### config.mk
export PLATFORM = sky130hd
export DESIGN_NAME = core_ops_unit
export DESIGN_NICKNAME = d
export VERILOG_FILES = /design/src/rtl/core_ops_pkg.sv /design/src/rtl/core_ops_unit.sv /design/src/rtl/rotate_through_carry.sv /design/src/rtl/literal_subtractor.sv
export SDC_FILE = /design/constraint.sdc
export NUM_CORES = 1
export LEC_CHECK = 0
export BUFFER_PORTS_ARGS = -buffer_cell sky130_fd_sc_hd__buf_2
export CORE_ASPECT_RATIO = 1.75
export CORE_MARGIN = 2
export CORE_UTILIZATION = 50
export CTS_CLUSTER_SIZE = 20
export DETAILED_ROUTE_END_ITERATION = 12
export PLACE_DENSITY = 0.75
export SETUP_SLACK_MARGIN = 0.4
export SKIP_LAST_GASP = 1
export SLEW_MARGIN = 40
export SYNTH_ARGS = -nofsm -noshare
export SYNTH_HDL_FRONTEND = slang
export SYNTH_HIERARCHICAL = 1
export SYNTH_SLANG_ARGS = --single-unit
### constraint.sdc
create_clock -name CLK_SYS -period 2.78 [get_ports CLK_SYS]
set_clock_uncertainty 0.05 [all_clocks]
set_input_delay 0 -clock CLK_SYS [delete_from_list [all_inputs] [get_ports CLK_SYS]]
set_output_delay 0 -clock CLK_SYS [all_outputs]
set_load 0.02 [all_outputs]
### src/rtl/core_ops_pkg.sv
// Shared types and constants of the rotate, subtract and sleep unit.
// Assumes one 20 MHz core clock and a synchronous active-high reset.
package core_ops_pkg;

  ////////////////////////////////////////////////////////////////////////////
  // Widths and encodings
  localparam int DATA_W = 8;
  localparam int NIB_W = 4;
  localparam logic DEST_ACC = 1'h0;
  localparam logic DEST_FILE = 1'h1;
  localparam logic ROT_LEFT = 1'h0;
  localparam logic ROT_RIGHT = 1'h1;

  ////////////////////////////////////////////////////////////////////////////
  // Reset and forced values
  localparam logic [7:0] ACC_RESET = 8'h00;
  localparam logic [7:0] WDT_CLEAR = 8'h00;
  localparam logic [7:0] PRESCALE_CLEAR = 8'h00;
  localparam logic [7:0] PRESCALE_TOP = 8'hFF;
  localparam logic [7:0] FILE_DATA_RESET = 8'h00;
  localparam logic FLAG_RESET = 1'h0;
  localparam logic FLAG_N_RESET = 1'h1;
  localparam logic TIMEOUT_N_SLEEP = 1'h1;
  localparam logic POWERDOWN_N_SLEEP = 1'h0;

  ////////////////////////////////////////////////////////////////////////////
  // Operations and carriers
  typedef enum logic [2:0] {
    OP_NONE,
    rotate_left_op,
    rotate_right_op,
    literal_minus_accumulator_op,
    OP_SLEEP
  } op_code_type;

  typedef struct packed {
    logic valid;
    op_code_type code;
    logic dest;
    logic [7:0] literal;
    logic [7:0] operand;
  } op_req_type;

  typedef struct packed {
    logic carry;
    logic nibble_carry_flag;
    logic zero;
    logic timeout_flag_n;
    logic powerdown_flag_n;
  } status_type;

endpackage

### src/rtl/core_ops_unit.sv
// Execution of rotate, subtract-from-literal and sleep for an 8-bit core.
// Assumes decode presents one operation per cycle with the file operand
// already read; the register file takes FILE_WR_EN with FILE_WR_DATA.
`timescale 1ns/1ps
module core_ops_unit (
  // Clock and reset
  input wire logic CLK_SYS,
  input wire logic RST,
  // Operation request
  input core_ops_pkg::op_req_type REQ,
  output logic REQ_READY,
  // Register file write-back
  output logic FILE_WR_EN,
  output logic [7:0] FILE_WR_DATA,
  // Core state
  output logic [7:0] ACC,
  output core_ops_pkg::status_type STATUS,
  output logic [7:0] WDT_COUNT,
  output logic OSC_RUN
);
  import core_ops_pkg::*;

  ////////////////////////////////////////////////////////////////////////////
  // State

  typedef struct packed {
    logic [7:0] acc;
    status_type status;
    logic asleep;
    logic [7:0] watchdog_counter;
    logic [7:0] prescale;
    logic file_wr;
    logic [7:0] file_data;
  } state_type;

  state_type cur;
  state_type next_cur;

  logic take;
  logic [7:0] rotl_result;
  logic rotl_carry;
  logic [7:0] rotr_result;
  logic rotr_carry;
  logic [7:0] sub_diff;
  logic sub_carry;
  logic sub_nibble;
  logic sub_zero;

  ////////////////////////////////////////////////////////////////////////////
  // Datapath

  rotate_through_carry #(.RIGHT(ROT_LEFT)) u_rotl (
    .operand(REQ.operand),
    .carry_in(cur.status.carry),
    .result(rotl_result),
    .carry_out(rotl_carry)
  );

  rotate_through_carry #(.RIGHT(ROT_RIGHT)) u_rotr (
    .operand(REQ.operand),
    .carry_in(cur.status.carry),
    .result(rotr_result),
    .carry_out(rotr_carry)
  );

  literal_subtractor u_sub (
    .literal(REQ.literal),
    .acc(cur.acc),
    .diff(sub_diff),
    .carry(sub_carry),
    .nibble_carry(sub_nibble),
    .zero(sub_zero)
  );

  // Nothing is taken once asleep; only reset brings the core back
  assign take = REQ.valid && !cur.asleep;

  ////////////////////////////////////////////////////////////////////////////
  // Next state

  always_comb begin
    next_cur = cur;
    next_cur.file_wr = 1'h0;
    // Watchdog prescaler runs as a divider of the core clock
    if (cur.prescale == PRESCALE_TOP) begin
      next_cur.prescale = PRESCALE_CLEAR;
      next_cur.watchdog_counter = cur.watchdog_counter + 8'h01;
    end else begin
      next_cur.prescale = cur.prescale + 8'h01;
    end
    if (take) begin
      case (REQ.code)
        rotate_left_op: begin
          next_cur.status.carry = rotl_carry;
          if (REQ.dest == DEST_FILE) begin
            next_cur.file_wr = 1'h1;
            next_cur.file_data = rotl_result;
          end else begin
            next_cur.acc = rotl_result;
          end
        end
        rotate_right_op: begin
          next_cur.status.carry = rotr_carry;
          if (REQ.dest == DEST_FILE) begin
            next_cur.file_wr = 1'h1;
            next_cur.file_data = rotr_result;
          end else begin
            next_cur.acc = rotr_result;
          end
        end
        literal_minus_accumulator_op: begin
          next_cur.acc = sub_diff;
          next_cur.status.carry = sub_carry;
          next_cur.status.nibble_carry_flag = sub_nibble;
          next_cur.status.zero = sub_zero;
        end
        OP_SLEEP: begin
          // Clear wins over the prescaler wrap in the same cycle
          next_cur.watchdog_counter = WDT_CLEAR;
          next_cur.prescale = PRESCALE_CLEAR;
          next_cur.status.timeout_flag_n = TIMEOUT_N_SLEEP;
          next_cur.status.powerdown_flag_n = POWERDOWN_N_SLEEP;
          next_cur.asleep = 1'h1;
        end
        default: begin
          next_cur.file_wr = 1'h0;
        end
      endcase
    end
  end

  always_ff @(posedge CLK_SYS) begin
    if (RST) begin
      cur.acc <= ACC_RESET;
      cur.status.carry <= FLAG_RESET;
      cur.status.nibble_carry_flag <= FLAG_RESET;
      cur.status.zero <= FLAG_RESET;
      cur.status.timeout_flag_n <= FLAG_N_RESET;
      cur.status.powerdown_flag_n <= FLAG_N_RESET;
      cur.asleep <= 1'h0;
      cur.watchdog_counter <= WDT_CLEAR;
      cur.prescale <= PRESCALE_CLEAR;
      cur.file_wr <= 1'h0;
      cur.file_data <= FILE_DATA_RESET;
    end else begin
      cur <= next_cur;
    end
  end

  ////////////////////////////////////////////////////////////////////////////
  // Outputs

  assign REQ_READY = !cur.asleep;
  assign FILE_WR_EN = cur.file_wr;
  assign FILE_WR_DATA = cur.file_data;
  assign ACC = cur.acc;
  assign STATUS = cur.status;
  assign WDT_COUNT = cur.watchdog_counter;
  // Oscillator gate; stays off until reset since wake-up is elsewhere
  assign OSC_RUN = !cur.asleep;

  logic do_rotl;
  logic do_rotr;
  logic do_sub;
  logic do_sleep;

  assign do_rotl = take && (REQ.code == rotate_left_op);
  assign do_rotr = take && (REQ.code == rotate_right_op);
  assign do_sub = take && (REQ.code == literal_minus_accumulator_op);
  assign do_sleep = take && (REQ.code == OP_SLEEP);
endmodule

### src/rtl/rotate_through_carry.sv
// Nine-bit rotate of a file operand through the carry bit.
// Purely combinational; the caller registers the result.
`timescale 1ns/1ps
module rotate_through_carry #(
  parameter logic RIGHT = 1'h0
) (
  // Operand in
  input wire logic [7:0] operand,
  input wire logic carry_in,
  // Result out
  output logic [7:0] result,
  output logic carry_out
);
  import core_ops_pkg::*;

  always_comb begin
    if (RIGHT == ROT_RIGHT) begin
      result = {carry_in, operand[7:1]};
      carry_out = operand[0];
    end else begin
      result = {operand[6:0], carry_in};
      carry_out = operand[7];
    end
  end

endmodule

### src/rtl/literal_subtractor.sv
// Literal minus accumulator with borrow-style carry flags.
// Purely combinational; the caller registers the result.
`timescale 1ns/1ps
module literal_subtractor (
  // Operands
  input wire logic [7:0] literal,
  input wire logic [7:0] acc,
  // Result and flags
  output logic [7:0] diff,
  output logic carry,
  output logic nibble_carry,
  output logic zero
);
  import core_ops_pkg::*;

  logic [8:0] wide;
  logic [4:0] low;

  always_comb begin
    // Two's complement sum; carry out set means no borrow
    wide = {1'h0, literal} + {1'h0, ~acc} + 9'h001;
    low = {1'h0, literal[3:0]} + {1'h0, ~acc[3:0]} + 5'h01;
    diff = wide[7:0];
    carry = wide[8];
    nibble_carry = low[4];
    zero = (wide[7:0] == 8'h00);
  end

endmodule

==> results.sh, run 1 <==
export IMPL_cts_tree="built"
export IMPL_viasPerCell=5.50
export IMPL_synth_most_common_cell="buf_4"
export IMPL_grt_pass1_vias=1939
export IMPL_cts_sinks=38
export IMPL_setup_viol=0
export IMPL_place_ws_ns=0.514
export IMPL_r2r_start="ACC[0]$_SDFFE_PP0P_"
export IMPL_ys_types=49
export IMPL_synth_area_leaders="dfxtp_1, buf_4, mux2i_1, ha_1, nor2_1"
export IMPL_hp_class="primary input to register"
export IMPL_layout_setup_ws_ns=0.472
export IMPL_place_area_um2=2460
export IMPL_finalCritPeriodShare_pct=83.0
export IMPL_dp_hpwl_mm=3.95
export IMPL_slew_headroom_pct=54.7
export IMPL_hold_viol=0
export IMPL_insertion_delay_ns=0.29
export IMPL_wl_mm=5.23
export IMPL_post_route_min_period_ns=2.31
export IMPL_drc=0
export IMPL_die_w_um=57.9
export IMPL_required_ns=2.95
export IMPL_yosys_area_top_type="dfxtp_1"
export IMPL_root_buffer="clkbuf_8"
export IMPL_grt_overflow_total=0
export IMPL_worstMarginPinSlew_ns=0.675
export IMPL_route_detailed_wl_per_inst_um=14.5
export IMPL_path_buf_inv=0
export IMPL_irDropWorstVdd_uv=340
export IMPL_num_vias=1985
export IMPL_cp_common_cell="o31a_1"
export IMPL_initial_utilization_pct=51.5
export IMPL_max_freq_ghz=0.433
export IMPL_drive_gt1_share_pct=26.1
export IMPL_path_max_fanout=4
export IMPL_synth_edf_count=0
export IMPL_grt_antenna_before_repair=0
export IMPL_core_um2=4930
export IMPL_crit_slowest_cell="fa_2"
export IMPL_crit_family="compound AO/OA/AOI/OAI gates"
export IMPL_setup_tns_ns=0
export IMPL_diodes=0
export IMPL_rrSetupSlack_ns=0.47
export IMPL_powerDensity_nw_per_um2=488
export IMPL_status="completed"
export IMPL_crit_type="register to register"
export IMPL_min_to="FILE_WR_DATA[7]$_SDFFE_PP0P_"
export IMPL_h_tree_depth=2
export IMPL_cp_cell_sequence="ha_1 > fa_2 > nor2b_2 > o31a_1 > o31a_1 > o21ai_0 > nand2b_1 > mux2i_1 > a211o_1 > a21oi_1"
export IMPL_ant_nets=0
export IMPL_dieArea_um2=5690
export IMPL_grt_pass1_wl_mm=8.78
export IMPL_critPathCaptureType="register"
export IMPL_synth_area_um2=2540
export IMPL_ys_seq_area_share_pct=30.0
export IMPL_areaGrowthSynthToFinish_pct=3.35
export IMPL_drtPass1Iterations=4
export IMPL_synth_nets=332
export IMPL_drv_slew=0
export IMPL_design_portCount=55
export IMPL_yosysWarnings=6
export IMPL_grt_max_degree=24
export IMPL_clk_path_buf_depth=2
export IMPL_power_leakage_nw=1.14
export IMPL_ys_async_sr_fraction_pct=0
export IMPL_hold_ws_ns=0.0353
export IMPL_rsz0062_at_grt="no"
export IMPL_cts_made_buffers=5
export IMPL_ys_ff_latch=38
export IMPL_fp_row_count=34
export IMPL_placed_cells=348
export IMPL_final_area_um2=2630
export IMPL_synth_common_cells="buf_4, dfxtp_1, nor2_1, mux2i_1, nand2_1"
export IMPL_cp_slowest_stage_delay_ns=0.38
export IMPL_clkTransAtPathRegs_ns=0.08
export IMPL_start_kind="register"
export IMPL_arrival_ns=2.48
export IMPL_power_total_mw=1.28
export IMPL_hp_start="REQ[6]"
export IMPL_rr_worst_depth=10
export IMPL_chipHeight_um=98.3
export IMPL_port_buffers=53
export IMPL_grt_usage_pct=19.5
export IMPL_avgSynthCellArea_um2=8.52
export IMPL_rr_endpoint="STATUS[4]$_SDFFE_PP0P_"
export IMPL_final_nets=340
export IMPL_synth_top_cell_area_share_pct=30.0
export IMPL_globalplace_congestion=0.859
export IMPL_whs_path_depth=3
export IMPL_drt_initial_drc_count=83
export IMPL_synth_ff_type="dfxtp_1"
export IMPL_nFillCells=481
export IMPL_cap_viol_max_count=0
export IMPL_final_util_pct=53.2
export IMPL_instances_no_fill=361
export IMPL_syn_inst=298
state kept, by name, summed over array words and instances, names as in the netlist:
name	count
ACC	8
FILE_WR_DATA	8
FILE_WR_EN	1
STATUS	4
WDT_COUNT	8
cur	9
cells by family after synthesis:
logic type | count (synthesis) | synth area share, %
flops | 38 | 30.0
mux | 19 | 7.49
xor+xnor | 16 | 5.52
compound gates | 53 | 14.8
buf+inv | 72 | 18.6
fa+ha+maj | 11 | 5.71
other cells | 1 | 0.148
simple gates | 88 | 17.7
worst max path at each step:
stage	from	to	cells past startpoint
detailed placement	ACC[0]$_SDFFE_PP0P_	STATUS[4]$_SDFFE_PP0P_	10
finish	ACC[0]$_SDFFE_PP0P_	STATUS[4]$_SDFFE_PP0P_	10
global route	ACC[0]$_SDFFE_PP0P_	STATUS[4]$_SDFFE_PP0P_	10
floorplan	ACC[0]$_SDFFE_PP0P_	STATUS[4]$_SDFFE_PP0P_	10
CTS	ACC[0]$_SDFFE_PP0P_	STATUS[4]$_SDFFE_PP0P_	10
global placement	ACC[0]$_SDFFE_PP0P_	STATUS[4]$_SDFFE_PP0P_	10
cell type report:
| type | instances | area (µm²) | share of cell area [%] |
|---|---|---|---|
| multi-input combinational | 188 | 1310 | 50.0 |
| inverter | 14 | 52.6 | 2.00 |
| tap | 54 | 67.6 | 2.57 |
| sequential | 38 | 762 | 29.0 |
| timing repair buffer | 59 | 318 | 12.1 |
| clock buffer | 5 | 68.8 | 2.62 |
| clock inverter | 3 | 45.0 | 1.72 |
metal layers:
metal  GRT usage, %  vias to the layer above  wire (µm)
met4           7.87                        0        126
met3           3.18                       10        212
met2           36.4                       64       2870
li1               -                      993          -
met1           20.9                      918       2030
met5              0                        -          0
layout by cell type, fill, tap and decap left out, types with 3 or more instances in the layout:
cell type	count
nand2_1	19
nor4_1	3
a21oi_1	12
a211oi_1	8
ha_1	10
o21ai_0	5
mux2i_1	19
nand3_1	9
o211ai_1	8
nor3_1	4
nand4_1	3
o21a_1	5
nor2_1	30
xor2_1	4
inv_1	14
clkbuf_8	5
dlygate4sd3_1	3
dfxtp_1	37
nand2b_1	3
nor2b_1	3
xnor2_1	12
buf_2	53
buf_4	3
report_power, final:
part | switching (mW) | total (mW) | internal, mW | leakage [nW]
Sequential | 0.0136 | 0.574 | 0.560 | 0.309
Clock | 0.206 | 0.473 | 0.267 | 0.0504
Combinational | 0.135 | 0.234 | 0.0991 | 0.783
tightest hold or removal path: stages:
cell      delay (ns)
buf_2           0.13
mux2i_1         0.13
a211oi_1        0.08
what timing repair did:
action	in CTS	in global routing
gates resized for setup	0	3
setup buffers	0	2
endpoints found under the setup margin	0	3
endpoints found under the hold margin	2	0
hold buffers	3	0
Power figures use the tool's default switching activity.
==> run 2: changes to the inputs <==
- CORE_UTILIZATION: 50 -> 49
- PLACE_DENSITY: 0.75 -> 0.77
- clock period: 2.78 -> 1.9 ns (I/O delays scaled with it)
==> results.sh, run 2 (synthesis results as in run 1) <==
export IMPL_design_portCount=55
export IMPL_layout_setup_ws_ns=-0.189
export IMPL_place_area_um2=2610
export IMPL_arrival_ns=2.28
export IMPL_power_frac_seq_pct=43.0
export IMPL_die_w_um=58.4
export IMPL_fp_row_count=34
export IMPL_required_ns=2.09
export IMPL_instances_no_fill=376
export IMPL_dieArea_um2=5800
export IMPL_drc=0
export IMPL_final_nets=355
export IMPL_rrSetupSlack_ns=-0.19
export IMPL_start_kind="register"
export IMPL_ant_nets=0
export IMPL_initial_utilization_pct=51.0
export IMPL_grt_antenna_before_repair=0
export IMPL_place_ws_ns=-0.240
export IMPL_areaGrowthSynthToFinish_pct=14.0
export IMPL_drive_gt1_share_pct=37.6
export IMPL_grt_pass1_wl_mm=9.32
export IMPL_viasPerCell=5.59
export IMPL_cts_made_buffers=5
export IMPL_final_area_um2=2900
export IMPL_p_switching_mw=0.562
export IMPL_grt_overflow_total=0
export IMPL_final_util_pct=58.2
export IMPL_power_total_mw=1.96
export IMPL_hold_viol=0
export IMPL_status="finished with violations"
export IMPL_setup_viol=6
export IMPL_powerDensity_nw_per_um2=676
export IMPL_clk_path_buf_depth=2
export IMPL_h_tree_depth=2
export IMPL_clkTransAtPathRegs_ns=0.09
export IMPL_setup_tns_ns=-0.668
export IMPL_drv_slew=0
export IMPL_switching_share_pct=28.7
export IMPL_cts_sinks=38
export IMPL_insertion_delay_ns=0.30
export IMPL_hp_class="primary input to register"
export IMPL_final_common_cell="buf_2"
export IMPL_path_max_fanout=3
export IMPL_irDropWorstVdd_uv=503
export IMPL_critPathCaptureType="register"
export IMPL_route_detailed_wl_per_inst_um=15.5
export IMPL_p_clk_share_pct=36.2
export IMPL_post_route_min_period_ns=2.09
export IMPL_chipHeight_um=99.2
export IMPL_drt_initial_drc_count=110
export IMPL_dp_hpwl_mm=4.16
export IMPL_rsz0062_at_grt="yes"
export IMPL_wl_mm=5.81
export IMPL_num_vias=2100
export IMPL_core_um2=4980
export IMPL_max_freq_ghz=0.479
export IMPL_cap_viol_max_count=0
export IMPL_crit_type="register to register"
export IMPL_diodes=0
export IMPL_grt_usage_pct=21.0
export IMPL_grt_pass1_vias=2048
export IMPL_power_leakage_nw=1.24
export IMPL_placed_cells=363
export IMPL_pwr_share_comb_pct=20.8
export IMPL_hold_ws_ns=0.0134
export IMPL_finalCritPeriodShare_pct=110
export IMPL_largest_reg_flops=9
export IMPL_drtPass1Iterations=4
export IMPL_root_buffer="clkbuf_8"
export IMPL_violations="negative setup slack"
export IMPL_globalplace_congestion=0.827
export IMPL_regMostFlops="cur"
export IMPL_cts_tree="built"
export IMPL_grt_max_degree=24
export IMPL_p_int_mw=1.40
export IMPL_port_buffers=53
export IMPL_mostFrequentLayoutCells="buf_2, dfxtp_1, nor2_1, mux2i_1, nand2_1"
==> run 2: power groups by stage <==
stage	clock network (mW)	logic, mW	registers, mW
2_1_floorplan	0	0.299	0.854
3_5_place_dp	0	0.363	0.858
5_1_grt	0.764	0.441	0.846
6_report	0.709	0.407	0.842
4_1_cts	0.719	0.388	0.841
3_3_place_gp	0	0.352	0.857
==> run 2: routing by layer <==
layer,global-route usage (%),wire [µm]
met2,40.3,3230
met5,0,0
met1,20.8,2130
met4,9.48,174
met3,3.51,278
==> run 2: timing repair <==
| item | in CTS | in global routing |
|---|---|---|
| hold buffers | 3 | 0 |
| endpoints found under the setup margin | 19 | 27 |
| pin swaps | 14 | 5 |
| buffers inserted | 2 | 0 |
| endpoints found under the hold margin | 2 | 0 |
| gates resized for setup | 13 | 14 |
==> run 2: final cells by class <==
cell class | count | area (µm²)
clock inverter | 3 | 45.0
sequential | 38 | 771
fill | 476 | 2080
inverter | 14 | 52.6
timing repair buffer | 74 | 438
clock buffer | 5 | 68.8
multi-input combinational | 188 | 1450
tap | 54 | 67.6
==> run 2: critical path, stage by stage (launching register included) <==
cell      delay [ns]
dfxtp_2         0.34
ha_4            0.16
fa_2            0.34
nor2b_2         0.15
o31a_1          0.21
o31a_1          0.19
o21ai_1         0.07
nand2b_1        0.07
mux2i_1         0.07
a211o_1         0.27
a21oi_1         0.11
==> run 2: path summary, 6_finish.rpt <==
| kind | from | end | depth (start not counted) |
|---|---|---|---|
| setup / recovery | ACC[0]$_SDFFE_PP0P_ | STATUS[4]$_SDFFE_PP0P_ | 10 |
| hold / removal | REQ[6] | FILE_WR_DATA[5]$_SDFFE_PP0P_ | 3 |
| setup reg to reg | ACC[0]$_SDFFE_PP0P_ | STATUS[4]$_SDFFE_PP0P_ | 10 |
| hold reg to reg | STATUS[0]$_SDFFE_PP1P_ | STATUS[0]$_SDFFE_PP1P_ | 1 |
==> run 3: changes to the inputs <==
- CORE_UTILIZATION: 49 -> 32
- PLACE_DENSITY: 0.77 -> 0.55
- SKIP_LAST_GASP: 1 -> not set
==> results.sh, run 3 (synthesis results as in run 1) <==
export IMPL_core_um2=7800
export IMPL_p_clk_share_pct=46.5
export IMPL_grt_pass1_vias=1968
export IMPL_die_w_um=71.3
export IMPL_start_kind="register"
export IMPL_clkTransAtPathRegs_ns=0.06
export IMPL_clk_path_buf_depth=2
export IMPL_finalCritPeriodShare_pct=109
export IMPL_drtPass1Iterations=4
export IMPL_nFillCells=785
export IMPL_grt_antenna_before_repair=0
export IMPL_rsz0062_at_grt="yes"
export IMPL_setup_tns_ns=-0.536
export IMPL_drc=0
export IMPL_required_ns=2.07
export IMPL_switching_share_pct=25.5
export IMPL_fp_row_count=43
export IMPL_cts_made_buffers=5
export IMPL_dp_hpwl_mm=4.53
export IMPL_final_nets=356
export IMPL_route_detailed_wl_per_inst_um=14.4
export IMPL_post_route_min_period_ns=2.07
export IMPL_power_leakage_nw=1.34
export IMPL_ant_nets=0
export IMPL_final_area_um2=3100
export IMPL_areaGrowthSynthToFinish_pct=22.0
export IMPL_grt_max_degree=24
export IMPL_num_vias=2023
export IMPL_grt_overflow_total=0
export IMPL_largest_reg_flops=9
export IMPL_violations="negative setup slack"
export IMPL_max_freq_ghz=0.483
export IMPL_h_tree_depth=2
export IMPL_final_util_pct=39.7
export IMPL_multi_input_area_um2=1520
export IMPL_port_buffers=53
export IMPL_grt_pass1_wl_mm=9.38
export IMPL_drt_initial_drc_count=37
export IMPL_dieArea_um2=8690
export IMPL_design_portCount=55
export IMPL_hold_viol=0
export IMPL_seq_area_um2=772
export IMPL_mostFrequentLayoutCells="buf_2, dfxtp_1, nor2_1, mux2i_1, nand2_1"
export IMPL_diodes=0
export IMPL_power_frac_seq_pct=35.3
export IMPL_wl_mm=5.96
export IMPL_cp_cell_sequence="ha_4 > fa_2 > buf_4 > buf_6 > xnor2_2 > nor3_2 > o221ai_2 > nor4_2 > mux2i_1 > nor2_1"
export IMPL_cp_slowest_stage_delay_ns=0.38
export IMPL_drv_slew=0
export IMPL_place_area_um2=2670
export IMPL_setup_viol=5
export IMPL_layout_setup_ws_ns=-0.172
export IMPL_viasPerCell=4.90
export IMPL_p_int_mw=1.78
export IMPL_crit_slowest_cell="fa_2"
export IMPL_cts_sinks=38
export IMPL_irDropWorstVdd_uv=430
export IMPL_arrival_ns=2.24
export IMPL_drive_gt1_share_pct=41.2
export IMPL_globalplace_congestion=0.824
export IMPL_chipHeight_um=122
export IMPL_hp_class="primary input to register"
export IMPL_critPathCaptureType="register"
export IMPL_hold_ws_ns=0.0177
export IMPL_powerDensity_nw_per_um2=771
export IMPL_p_switching_mw=0.610
export IMPL_initial_utilization_pct=32.6
export IMPL_final_common_cell="buf_2"
export IMPL_pwr_share_comb_pct=18.2
export IMPL_grt_usage_pct=14.1
export IMPL_root_buffer="clkbuf_16"
export IMPL_insertion_delay_ns=0.28
export IMPL_crit_type="register to register"
export IMPL_cts_tree="built"
export IMPL_place_ws_ns=-0.230
export IMPL_status="finished with violations"
export IMPL_regMostFlops="cur"
export IMPL_path_max_fanout=2
export IMPL_cap_viol_max_count=0
run 3: changes by cell type in the layout (fill, tap and decap cells not counted), sizes merged:
cell,delta
bufinv,+1
buf,+2
dlygate4sd3,-1
clkinvlp,-2
clkinv,+1
run 3: timing repair:
item                       CTS  global route
gates resized for setup     14            30
pin swaps                   16            12
hold buffers                 2             0
hold endpoints to repair     1             0
setup endpoints to repair   18            28
buffers inserted             0             2
run 3: layout make-up:
| cell class | instances | share of cell area (%) |
|---|---|---|
| repair buffers | 75 | 14.4 |
| clock buffers | 5 | 4.04 |
| inverters | 14 | 1.70 |
| well taps | 90 | 3.63 |
| clock inverters | 3 | 2.22 |
| multi-input cells | 188 | 49.1 |
| flip-flops and latches | 38 | 24.9 |
run 3: path summary, 6_finish.rpt:
check / to / slack (ns) / from / cells past startpoint
setup / recovery: STATUS[2]$_SDFFE_PP0P_ / -0.17 / ACC[0]$_SDFFE_PP0P_ / 10
setup reg to reg: STATUS[2]$_SDFFE_PP0P_ / -0.17 / ACC[0]$_SDFFE_PP0P_ / 10
hold / removal: STATUS[0]$_SDFFE_PP1P_ / 0.02 / REQ[19] / 3
hold reg to reg: STATUS[0]$_SDFFE_PP1P_ / 0.40 / STATUS[0]$_SDFFE_PP1P_ / 1
run 3: power groups by stage:
stage	clock, mW	combinational (mW)	sequential, mW
floorplan	0	0.299	0.854
global placement	0	0.368	0.858
detailed placement	0	0.370	0.858
CTS	1.14	0.392	0.841
global route	1.18	0.474	0.847
finish	1.11	0.434	0.844
run 3: layer usage:
layer	GRT usage, %	vias up	routed length, µm
li1	-	1025	-
met1	13.9	948	2250
met2	27.3	42	3390
met3	2.48	8	174
met4	6.72	0	145
met5	0	-	0
run 3: metrics by stage:
step,total power [mW],std cells
6_report,2.39,413
5_1_grt,2.50,413
4_1_cts,2.37,411
3_5_place_dp,1.23,401
3_3_place_gp,1.23,401
2_1_floorplan,1.15,298
run 3: critical path: cells and delay by family, from the launching register on:
family | cells | cell delay (ns)
XOR/XNOR | 1 | 0.14
AO/OA/AOI/OAI | 1 | 0.15
AND/OR/NAND/NOR | 3 | 0.43
flip-flops | 1 | 0.33
adder cells (fa/ha/maj) | 2 | 0.54
buffers and inverters | 2 | 0.26
multiplexers | 1 | 0.10
